`config.mk`:
```
export PLATFORM = sky130hd
export DESIGN_NAME = odt_overrange_detect
export DESIGN_NICKNAME = d
export VERILOG_FILES = /design/src/odt_pkg.sv /design/src/odt_fifo.sv /design/src/odt_overrange_detect.sv
export VERILOG_INCLUDE_DIRS = /design/src
export SDC_FILE = /design/constraint.sdc
export NUM_CORES = 1
export LEC_CHECK = 0
export ABC_AREA = 1
export BUFFER_PORTS_ARGS = -buffer_cell sky130_fd_sc_hd__buf_2
export CAP_MARGIN = 10
export CORE_UTILIZATION = 66
export DETAILED_ROUTE_END_ITERATION = 10
export PLACE_DENSITY = 0.86
export SYNTH_ARGS = -nofsm -noshare
export SYNTH_HDL_FRONTEND = slang
export SYNTH_SLANG_ARGS = --single-unit
export TNS_END_PERCENT = 10
```
`constraint.sdc`:
```
create_clock -name clk -period 7.5 [get_ports clk]
set_input_delay 1.5 -clock clk [delete_from_list [all_inputs] [get_ports clk]]
set_output_delay 1.5 -clock clk [all_outputs]
set_load 0.03 [all_outputs]
```
`src/odt_cfg.svh`:
```
// Purpose: Constants for the overrange detector and sample marker.
// Assumes: One clock, clk at 100 MHz, standing in for the sampling clock.
// Notes: Included by the package and the top module.
// Behaviour
// - Each sample gives magnitude, compared to two thresholds.
// - Offset binary folds to saturated eight-bit magnitude.
// - Flag set when magnitude reaches threshold.
// - Both channels share the same threshold pair.
// - Per channel: flag bit one high, bit zero low.
// - Single channel spreads flags; receiver ORs pairs.
// - Hold select picks eight to 1024 cycles.
// - Marked sample: upper seven bits, trigger as LSB.
// - Asynchronous trigger sampled alongside the sample.
// - Dual mode: one sample per clock per channel.
// - Single mode: two samples per clock.
// - One clock drives sampling and processing.
`ifndef ODT_CFG_SVH
`define ODT_CFG_SVH
`define ODT_SAMPLE_W 8
`define ODT_MID_CODE 8'h80
`define ODT_HOLD_BASE_LOG2 3
`define ODT_HOLD_CNT_W 11
`define ODT_FIFO_DEPTH 8
`define ODT_TRIG_SYNC_STAGES 2
`endif

```
`src/odt_pkg.sv`:
```
// Purpose: Shared types for the overrange detector.
// Assumes: Constants come from odt_cfg.svh.
// Notes: Channel word carries both samples of one clock.
`include "odt_cfg.svh"
package odt_pkg;
    typedef logic [`ODT_SAMPLE_W-1:0] odt_sample_t;
    typedef struct packed {
        odt_sample_t chanA;
        odt_sample_t chanB;
    } odt_pair_s;
    typedef struct packed {
        logic highFlag;
        logic lowFlag;
    } odt_flags_s;
endpackage

```
`src/odt_fifo.sv`:
```
// Purpose: Small synchronous FIFO with valid and ready on both sides.
// Assumes: Single clock, asynchronous active-low reset.
// Notes: Depth must be a power of two.
module odt_fifo #(
    parameter int WIDTH = 16,
    parameter int DEPTH = 8
) (
    input  wire logic             clk,
    input  wire logic             rstn,
    input  wire logic             inValid,
    output logic                  inReady,
    input  wire logic [WIDTH-1:0] inData,
    output logic                  outValid,
    input  wire logic             outReady,
    output logic      [WIDTH-1:0] outData
);
    localparam int AW = $clog2(DEPTH);
    logic [WIDTH-1:0] mem [DEPTH];
    logic [AW:0]      wrPtr;
    logic [AW:0]      rdPtr;
    logic             doWrite;
    logic             doRead;

    assign inReady  = (wrPtr - rdPtr) != (AW+1)'(DEPTH);
    assign outValid = wrPtr != rdPtr;
    assign doWrite  = inValid && inReady;
    assign doRead   = outValid && outReady;
    assign outData  = mem[rdPtr[AW-1:0]];

    always_ff @(posedge clk) begin
        if (doWrite) begin
            mem[wrPtr[AW-1:0]] <= inData;
        end
    end

    always_ff @(posedge clk or negedge rstn) begin
        if (!rstn) begin
            wrPtr <= '0;
            rdPtr <= '0;
        end else begin
            if (doWrite) begin
                wrPtr <= wrPtr + 1'b1;
            end
            if (doRead) begin
                rdPtr <= rdPtr + 1'b1;
            end
        end
    end
endmodule

```
`src/odt_overrange_detect.sv`:
```
// Purpose: Overrange detection with hold pulses and sample marking.
// Assumes: Both channel samples arrive each clock as offset binary.
// Notes: In single mode sampleA and sampleB are the two edge samples.
`include "odt_cfg.svh"
module odt_overrange_detect (
    input  wire logic              clk,
    input  wire logic              rstn,
    input  wire logic              sampleValid,
    output logic                   sampleReady,
    input  wire odt_pkg::odt_pair_s sampleIn,
    input  wire logic              singleChannelMode,
    input  wire logic [7:0]        overrangeThresholdHigh,
    input  wire logic [7:0]        overrangeThresholdLow,
    input  wire logic [2:0]        overrangeHoldSelect,
    input  wire logic              sampleMarkEnable,
    input  wire logic              sampleMarkTriggerIn,
    output logic                   chanAHighFlagOut,
    output logic                   chanALowFlagOut,
    output logic                   chanBHighFlagOut,
    output logic                   chanBLowFlagOut,
    output logic                   outValid,
    input  wire logic              outReady,
    output odt_pkg::odt_pair_s     outData
);
    localparam int NCH = 2;
    localparam int FW  = $bits(odt_pkg::odt_pair_s);

    logic [`ODT_TRIG_SYNC_STAGES-1:0] trigSync;
    logic                     trigSampled;
    odt_pkg::odt_sample_t     chanSample [NCH];
    odt_pkg::odt_sample_t     chanMag    [NCH];
    odt_pkg::odt_flags_s      chanEvent  [NCH];
    odt_pkg::odt_flags_s      chanFlag   [NCH];
    logic [`ODT_HOLD_CNT_W-1:0] holdLen;
    logic                     take;
    odt_pkg::odt_pair_s       marked;
    odt_pkg::odt_pair_s       fifoOut;
    logic                     fifoValid;

    assign take = sampleValid && sampleReady;
    assign chanSample[0] = sampleIn.chanA;
    assign chanSample[1] = sampleIn.chanB;
    // Base length is widened to the counter width first so the select never wraps the amount.
    assign holdLen = `ODT_HOLD_CNT_W'(4'h1 << `ODT_HOLD_BASE_LOG2)
                     << overrangeHoldSelect;

    // Trigger pin passes two flip-flops before use.
    always_ff @(posedge clk or negedge rstn) begin
        if (!rstn) begin
            trigSync <= '0;
        end else begin
            trigSync <= {trigSync[0], sampleMarkTriggerIn};
        end
    end
    assign trigSampled = trigSync[1];

    genvar ch;
    generate
        for (ch = 0; ch < NCH; ch++) begin : g_chan
            logic [`ODT_HOLD_CNT_W-1:0] hiCnt;
            logic [`ODT_HOLD_CNT_W-1:0] loCnt;
            logic [7:0]                 centred;

            // Fold around mid code; the most negative code saturates.
            assign centred = chanSample[ch] - 8'(`ODT_MID_CODE);
            always_comb begin
                if (centred[7]) begin
                    chanMag[ch] = (centred == 8'h80) ? 8'hff :
                                  {~centred[6:0] + 7'h01, 1'b0};
                end else begin
                    chanMag[ch] = {centred[6:0], 1'b0} |
                                  {7'h00, centred[6]};
                end
            end

            // Same threshold pair on both channels.
            assign chanEvent[ch].highFlag = take &&
                (chanMag[ch] >= overrangeThresholdHigh);
            assign chanEvent[ch].lowFlag  = take &&
                (chanMag[ch] >= overrangeThresholdLow);

            always_ff @(posedge clk or negedge rstn) begin
                if (!rstn) begin
                    hiCnt <= '0;
                end else if (chanEvent[ch].highFlag) begin
                    hiCnt <= holdLen;
                end else if (hiCnt != '0) begin
                    hiCnt <= hiCnt - 1'b1;
                end
            end

            always_ff @(posedge clk or negedge rstn) begin
                if (!rstn) begin
                    loCnt <= '0;
                end else if (chanEvent[ch].lowFlag) begin
                    loCnt <= holdLen;
                end else if (loCnt != '0) begin
                    loCnt <= loCnt - 1'b1;
                end
            end

            assign chanFlag[ch].highFlag = hiCnt != '0;
            assign chanFlag[ch].lowFlag  = loCnt != '0;
        end
    endgenerate

    // Index zero drives the channel A pins, index one the channel B pins.
    // In single mode each channel reports its own edge sample, so the
    // receiver ORs the pair of pins.
    assign chanAHighFlagOut = chanFlag[0].highFlag;
    assign chanALowFlagOut  = chanFlag[0].lowFlag;
    assign chanBHighFlagOut = chanFlag[1].highFlag;
    assign chanBLowFlagOut  = chanFlag[1].lowFlag;

    // Timestamp replaces the LSB; the trigger lags the data by the two synchroniser flip-flops.
    always_comb begin
        marked = sampleIn;
        if (sampleMarkEnable) begin
            marked.chanA = {sampleIn.chanA[7:1], trigSampled};
            marked.chanB = {sampleIn.chanB[7:1],
                            singleChannelMode ? trigSampled : trigSampled};
        end
    end

    odt_fifo #(
        .WIDTH (FW),
        .DEPTH (`ODT_FIFO_DEPTH)
    ) u_fifo (
        .clk      (clk),
        .rstn     (rstn),
        .inValid  (sampleValid),
        .inReady  (sampleReady),
        .inData   (marked),
        .outValid (fifoValid),
        .outReady (outReady),
        .outData  (fifoOut)
    );

    assign outValid = fifoValid;
    assign outData  = fifoOut;
endmodule

```
# Word level (Yosys, flattened, before mapping)
# Memories as Yosys holds them, arrays and structs flattened.
# Cells that the tools add are included.
# word_totals
ramBits,128
memories,1
input_bits,42
regBits,54
wordCells,61
# memory_table
name,words,word_bits,rd,rd_ports_with_merged_regs,wr,line_no,source
u_fifo.mem,8,16,1,0,1,odt_fifo.sv:18,logic [WIDTH-1:0] mem [DEPTH];
# op_classes
eq_ne,4
n_shift,1
addsub,11
reduce_logical,14
magnitude_cmp,4
n_mux,15
n_bitwise,4
# op_table
cell,count
11-bit two-way mux,8
11-bit nonzero test,4
"11-bit by 1-bit subtractor with 11-bit output, second input constant",4
8-bit >= comparator,4
8-bit two-way mux,4
"8-bit equality test, second input constant",2
8-bit by 1-bit bitwise OR with 8-bit output,2
"8-bit subtractor, second input constant",2
"7-bit by 1-bit adder with 7-bit output, second input constant",2
7-bit NOT,2
"4-bit by 3-bit << shifter with 11-bit output, first input constant",1
9-bit two-way mux,1
"4-bit by 1-bit adder with 4-bit output, second input constant",2
2-bit nonzero test,4
1-bit logical AND,6
4-bit inequality test,1
"4-bit inequality test, second input constant",1
4-bit subtractor,1
1-bit two-way mux,2

# Longest topological paths before layout
# Gate-level depths: netlist (run 1).
# depth
depth_word,8
mapped_depth,19

# By module
# A second synthesis (run 1) with hierarchy kept.
# hier_totals
cells_unflattened,1050
hier_area_um2,9555.4
# modules_own_cells
module,instances,seq_area_each_um2,cells_each,area_per_inst_um2
odt_fifo,1,4043.9,449,5536.6
odt_overrange_detect,1,1151.1,601,4018.9

# Least setup slack after synthesis (run 1)
# No wires, ideal clock.
# synth_timing
path_kind,input to register
startpoint,input sampleIn[8] (netlist name)
endpoint,register g_chan[0].hiCnt[5]
path_stages,17
n_path_buf,1
required_ns,7.424
arrival_ns,3.493
slack_ns,3.930
path_cell_list,inv_1 -> ha_1 -> nand3_1 -> nor4_1 -> nand2_1 -> a22oi_1 -> ha_1 -> nand2_1 -> inv_1 -> nand2_1 -> nand2_1 -> nand2_1 -> nand2_1 -> nand3_4 -> buf_6 -> nand3_1 -> o21ai_1
# synth_via
elab_chain_len,8
word_cells_on_any_way,11
cone_classes,add/sub (2); order compare (1); eq/ne (1); mux (3); bitwise (2); reduce/logical (2)
# synth_lines
element,line_no,source
"start, declared",odt_overrange_detect.sv:10,"input wire odt_pkg::odt_pair_s sampleIn,"
8-bit subtractor (*),odt_overrange_detect.sv:65,assign centred = chanSample[ch] - 8'(`ODT_MID_CODE);
7-bit NOT,odt_overrange_detect.sv:69,"{~centred[6:0] + 7'h01, 1'b0};"
7-bit by 1-bit adder with 7-bit output,odt_overrange_detect.sv:69,
8-bit two-way mux,odt_overrange_detect.sv:68,chanMag[ch] = (centred == 8'h80) ? 8'hff :
8-bit two-way mux (*),odt_overrange_detect.sv:67,if (centred[7]) begin
8-bit >= comparator (*),odt_overrange_detect.sv:78,(chanMag[ch] >= overrangeThresholdHigh);
1-bit logical AND (*),odt_overrange_detect.sv:77,assign chanEvent[ch].highFlag = take &&
11-bit two-way mux / 2-bit nonzero test (equally long branches),-,
"end signal, assigned",odt_overrange_detect.sv:86,hiCnt <= holdLen;
"end signal, assigned",odt_overrange_detect.sv:88,hiCnt <= hiCnt - 1'b1;
"end, declared",odt_overrange_detect.sv:60,logic [`ODT_HOLD_CNT_W-1:0] hiCnt;
# Every way passes the cells marked *; elsewhere a longest branch is shown, timed or not.
# A chain may end at the register's enable or synchronous reset.

==> impl_metrics.tcl, run 1 <==
set metrics [dict create \
    status "completed" \
    cts_made_buffers 17 \
    area_delta_synth_final_pct 11.1 \
    syn_area_sq_mm 0.00935 \
    routed_wl_microns 19900 \
    grt_pass1_wl_microns 32200 \
    core-area_sq_mm 0.0138 \
    grt_max_degree 69 \
    drive_above_1_share_pct 12.0 \
    p_leak_nw 4.52 \
    cts_tree "built" \
    worst_hold_slack_ns 0.352 \
    synth_top_area_cell "edfxtp_1" \
    hold_viol 0 \
    fp-row-count 43 \
    yosysTopAreaCellShare_pct 41.1 \
    synth-seq-cells 182 \
    ys.flop_type "edfxtp_1" \
    yosys_warnings 0 \
    grt_usage_pct 29.1 \
    yosysMostFrequentCell "nor2_1" \
    die_area_sq_mm 0.0146 \
    finalNonFillerCells 1265 \
    ir_worst_vdd_mv 0.202 \
    fin_nets 1157 \
    timing.fmax_ghz 0.233 \
    required_ns 6.00 \
    maxCapViolations 0 \
    power_frac_comb_pct 42.6 \
    worstSetupPathType "reg -> out" \
    drt_iter0_markers 687 \
    htreeDepth 4 \
    synth_nets 1094 \
    fin_area_sq_mm 0.0104 \
    finalSetupTns_ns 0 \
    clock_skew_ns 0.00599 \
    die_w_microns 121 \
    synth_seq_area_share_pct 55.6 \
    async_flop_share_pct 29.7 \
    hold_path_class "reg -> reg" \
    drc 0 \
    drtPass1Iterations 5 \
    fin_crit_sh_pct 57.3 \
    drt-vias-per-instance 5.76 \
    synth_edf_count 128 \
    start_util_pct 67.6 \
    p_switching_w 0.00171 \
    vias 7288 \
    antennaDiodeCount 0 \
    grt-ovfl-total 0 \
    slew_headroom_pct 28.1 \
    cts.repair.resized 0 \
    end_kind "primary output" \
    cts-root-buf "clkbuf_16" \
    numClockSinks 182 \
    grt_pass1_vias 6724 \
    antenna_found_initial 0 \
    powerDensity_mw_per_mm2 388 \
    post_cts_buffers 0 \
    cts_hold_buffers 0 \
    antenna_left 0 \
    wire_per_inst_microns 15.8 \
    insertion_delay_ns 0.43 \
    synth_cell_types 36 \
    slew_violations 0 \
    p_int_w 0.00231 \
    place.gp.congestion 0.887 \
    synthCells 1009 \
    fill_cells 890 \
    postSynthAreaPerCell_sq_um 9.27 \
    critPathMaxFanout 68 \
    setup_viol 0 \
    crit_arrival_ns 2.80 \
    synthTopCellsByArea "edfxtp_1, dfrtp_1, nor2_1" \
    num_io_pins 64 \
    worstSetupStartpointType "flop" \
    switching_share_pct 42.5 \
    tightest_slew_ns 1.08 \
    rsz0062_at_grt "no" \
    p_clk_share_pct 20.8 \
    synth_commonest_cells "nor2_1, nand2_1, edfxtp_1" \
    numPortBuffers 62 \
    seqPwrFrac_pct 36.6 \
    min_period_ns 4.30 \
    dp_cells 1233 \
    placed_area_sq_mm 0.00982 \
    clockBufferDepth 2 \
    post-dp-hpwl_microns 12400 \
    clk_pin_slew_worst_paths_ns 0.07 \
    die_y_microns 121 \
]
==> cell families after synthesis <==
family / count (synthesis) / synth area share [%]
AND/OR/NAND/NOR: 439 / 20.1
buffers and inverters: 150 / 6.56
AO/OA/AOI/OAI: 172 / 9.85
XOR/XNOR: 23 / 2.15
flip-flops: 182 / 55.6
adder cells (fa/ha/maj): 43 / 5.75
==> final cells by class <==
class	instances	area, sq um	share of cell area, %
clock buffers	17	425	4.10
clock inverters	15	138	1.33
inverters	119	449	4.33
multi-input cells	677	3540	34.1
flip-flops and latches	182	5200	50.0
well taps	180	225	2.17
repair buffers	75	408	3.93
==> power by group through the flow <==
stage	combinational [W]	clock (W)	sequential, W
2_1_floorplan	0.00129	0	0.00146
3_3_place_gp	0.00162	0	0.00148
3_5_place_dp	0.00168	0	0.00148
4_1_cts	0.00171	0.000840	0.00147
5_1_grt	0.00192	0.000881	0.00150
6_report	0.00171	0.000838	0.00147
==> through the flow <==
step / power (W) / setup WS, ns / utilization [%]
CTS: 0.00401 / 3.30 / 75.1
floorplan: 0.00275 / 3.93 / -
detailed placement: 0.00317 / 3.32 / 71.0
global route: 0.00429 / 3.11 / 75.1
finish: 0.00402 / 3.20 / 75.1
global placement: 0.00310 / 3.36 / 71.0
==> layout by cell type, fill, tap and decap left out, types with 16 or more instances in the layout <==
cell and n:
a21oi_1 18, a31oi_1 16, o21ai_1 17, nand3_1 62
o22ai_1 16, o21ai_0 97, dfrtp_1 53, ha_1 43
inv_1 113, buf_2 62, clkbuf_16 17, edfxtp_1 128
nand2_1 158, nor2_1 181
==> final timing paths <==
path | startpoint | depth (start not counted) | end | slack [ns]
min in group asynchronous | rstn | 2 | u_fifo.rdPtr[2]$_DFFE_PN0P_ | 1.20
hold / removal | trigSync[0]$_DFF_PN0_ | 0 | trigSync[1]$_DFF_PN0_ | 0.35
setup reg to reg | u_fifo.rdPtr[0]$_DFFE_PN0P_ | 12 | u_fifo.mem[2][6]$_DFFE_PP_ | 4.00
max in group asynchronous | rstn | 2 | g_chan[0].loCnt[7]$_DFFE_PN0P_ | 5.80
hold reg to reg | trigSync[0]$_DFF_PN0_ | 0 | trigSync[1]$_DFF_PN0_ | 0.35
setup / recovery | u_fifo.rdPtr[0]$_DFFE_PN0P_ | 8 | outData[13] | 3.20
==> sequential cells by signal, indices dropped and copies added (netlist names) <==
| signal | count |
|---|---|
| u_fifo.mem | 128 |
| trigSync | 2 |
| u_fifo.rdPtr | 4 |
| g_chan.hiCnt | 22 |
| u_fifo.wrPtr | 4 |
| g_chan.loCnt | 22 |
==> layer usage <==
layer  global-route usage [%]  up-vias  share of wire, %
met2                     48.2      392                48
met5                        0        -                 0
met4                     12.8        0               2.4
li1                         -     3517                 -
met3                     5.12       48               9.2
met1                     37.8     3331                40
==> worst max-delay path, stage by stage, from the launching register on <==
cell and delay [ns]:
dfrtp_2 0.39, buf_4 0.33, inv_1 0.12, buf_4 0.49, o21ai_0 0.16, o22ai_1 0.15
nor2_1 0.06, a31oi_1 0.32, buf_2 0.27
Power figures use the tool's default switching activity.
==> run 2, diff against run 1 <==
--- a/config.mk
+++ b/config.mk
@@ -9,9 +9,9 @@
 export ABC_AREA = 1
 export BUFFER_PORTS_ARGS = -buffer_cell sky130_fd_sc_hd__buf_2
 export CAP_MARGIN = 10
-export CORE_UTILIZATION = 66
+export CORE_UTILIZATION = 55
 export DETAILED_ROUTE_END_ITERATION = 10
-export PLACE_DENSITY = 0.86
+export PLACE_DENSITY = 0.76
 export SYNTH_ARGS = -nofsm -noshare
 export SYNTH_HDL_FRONTEND = slang
 export SYNTH_SLANG_ARGS = --single-unit
==> constraint.sdc (replaced) <==
create_clock -name clk -period 3.7 [get_ports clk]
set_input_delay 0.74 -clock clk [delete_from_list [all_inputs] [get_ports clk]]
set_output_delay 0.74 -clock clk [all_outputs]
set_load 0.03 [all_outputs]
==> run 2 against run 1 <==
Final cell count is 3.4% higher. Critical path type unchanged. Hold slack better by 0.018 ns. Non-clock buffer count is 3 higher. Setup slack worse by 2.9 ns. Highest routed layer unchanged. Largest power group unchanged.
==> impl_metrics.tcl, run 2 (same netlist as run 1, synthesis figures left out) <==
set metrics [dict create \
    grt_pass1_vias 6721 \
    drt_iter0_markers 580 \
    num_io_pins 64 \
    hold_path_class "in -> async" \
    slew_violations 0 \
    clock_skew_ns 0.0101 \
    fin_crit_sh_pct 92.3 \
    utilization_pct 63.7 \
    setup_viol 0 \
    rsz0062_at_grt "no" \
    drtPass1Iterations 5 \
    final_common_cell "nor2_1" \
    post-dp-hpwl_microns 13200 \
    grt-ovfl-total 0 \
    worstSetupStartpointType "flop" \
    antenna_left 0 \
    cp_cell_sequence "buf_4, o21ai_0, o22ai_1, nor2_1, a31oi_1, buf_2" \
    required_ns 2.96 \
    finalNonFillerCells 1308 \
    place.gp.congestion 0.857 \
    numClockSinks 182 \
    dp_cells 1276 \
    vias 7012 \
    ir_worst_vdd_mv 0.480 \
    antenna_found_initial 0 \
    power_w 0.00838 \
    cp_top_family "flip-flops" \
    layout_common_cells "nor2_1, nand2_1, edfxtp_1" \
    fin_nets 1160 \
    crit_arrival_ns 2.67 \
    timing.fmax_ghz 0.293 \
    powerDensity_mw_per_mm2 794 \
    htreeDepth 4 \
    clk_pin_slew_worst_paths_ns 0.07 \
    post_cts_buffers 0 \
    worstSetupPathType "reg -> out" \
    fp-row-count 47 \
    status "completed" \
    maxCapViolations 0 \
    cts.repair.resized 0 \
    slew_headroom_pct 40.2 \
    min_period_ns 3.41 \
    numPortBuffers 62 \
    drt-vias-per-instance 5.36 \
    clockBufferDepth 2 \
    area_delta_synth_final_pct 12.9 \
    critPathMaxFanout 37 \
    start_util_pct 56.4 \
    slowest_delay_ns 0.75 \
    grt_usage_pct 23.9 \
    grt_pass1_wl_microns 32500 \
    largest_reg_flops 128 \
    grt_max_degree 51 \
    die_y_microns 132 \
    r2r_setup_slack_ns 0.83 \
    hold_viol 0 \
    core-area_sq_mm 0.0166 \
    tightest_slew_ns 0.888 \
    insertion_delay_ns 0.43 \
    cts_hold_buffers 0 \
    drive_above_1_share_pct 12.3 \
    critPathSlowestCell "dfrtp_2" \
    drc 0 \
    die_w_microns 132 \
    antennaDiodeCount 0 \
    cts-root-buf "clkbuf_16" \
    end_kind "primary output" \
    p_leak_nw 4.59 \
    crit_buf_inv 2 \
    die_area_sq_mm 0.0175 \
    cts_tree "built" \
    cts_made_buffers 17 \
    wire_per_inst_microns 15.3 \
    routed_wl_microns 20000 \
    finalSetupTns_ns 0 \
]
[run 2: cell type report]
cell class	count	area [sq um]
clock inverters	15	229
fillers	1352	6020
multi-input cells	677	3540
clock buffers	17	425
repair buffers	78	443
flip-flops and latches	182	5200
inverters	119	449
well taps	220	275
[run 2: worst paths after layout]
kind	start	cells past startpoint	to
max	u_fifo.rdPtr[0]$_DFFE_PN0P_	6	outData[12]
min	rstn	1	g_chan[1].hiCnt[6]$_DFFE_PN0P_
max reg2reg	u_fifo.rdPtr[0]$_DFFE_PN0P_	12	u_fifo.mem[0][12]$_DFFE_PP_
min reg2reg	trigSync[0]$_DFF_PN0_	0	trigSync[1]$_DFF_PN0_
max in group asynchronous	rstn	2	g_chan[0].loCnt[7]$_DFFE_PN0P_
min in group clk	trigSync[0]$_DFF_PN0_	0	trigSync[1]$_DFF_PN0_
[run 2: report_power, final]
| part | internal (W) | switching (W) |
|---|---|---|
| Clock | 0.00111 | 0.000833 |
| Combinational | 0.00112 | 0.00229 |
| Sequential | 0.00271 | 0.000327 |
| Total | 0.00493 | 0.00345 |
[run 2: metal layers]
metal  up-vias  global-route usage [%]  share of wire [%]
met4         0                    7.28                1.3
li1       3520                       -                  -
met1      3296                    31.1                 44
met2       176                    40.9                 49
met5         -                       0                  0
met3        20                    4.34                5.9
[run 2: metrics by stage]
step	instance area (sq um)	setup slack, ns	hold WS [ns]
finish	10600	0.285	0.370
global route	10600	0.177	0.400
CTS	10600	0.301	0.384
detailed placement	9910	0.251	0.368
global placement	9910	0.313	0.377
floorplan	9350	0.664	0.331
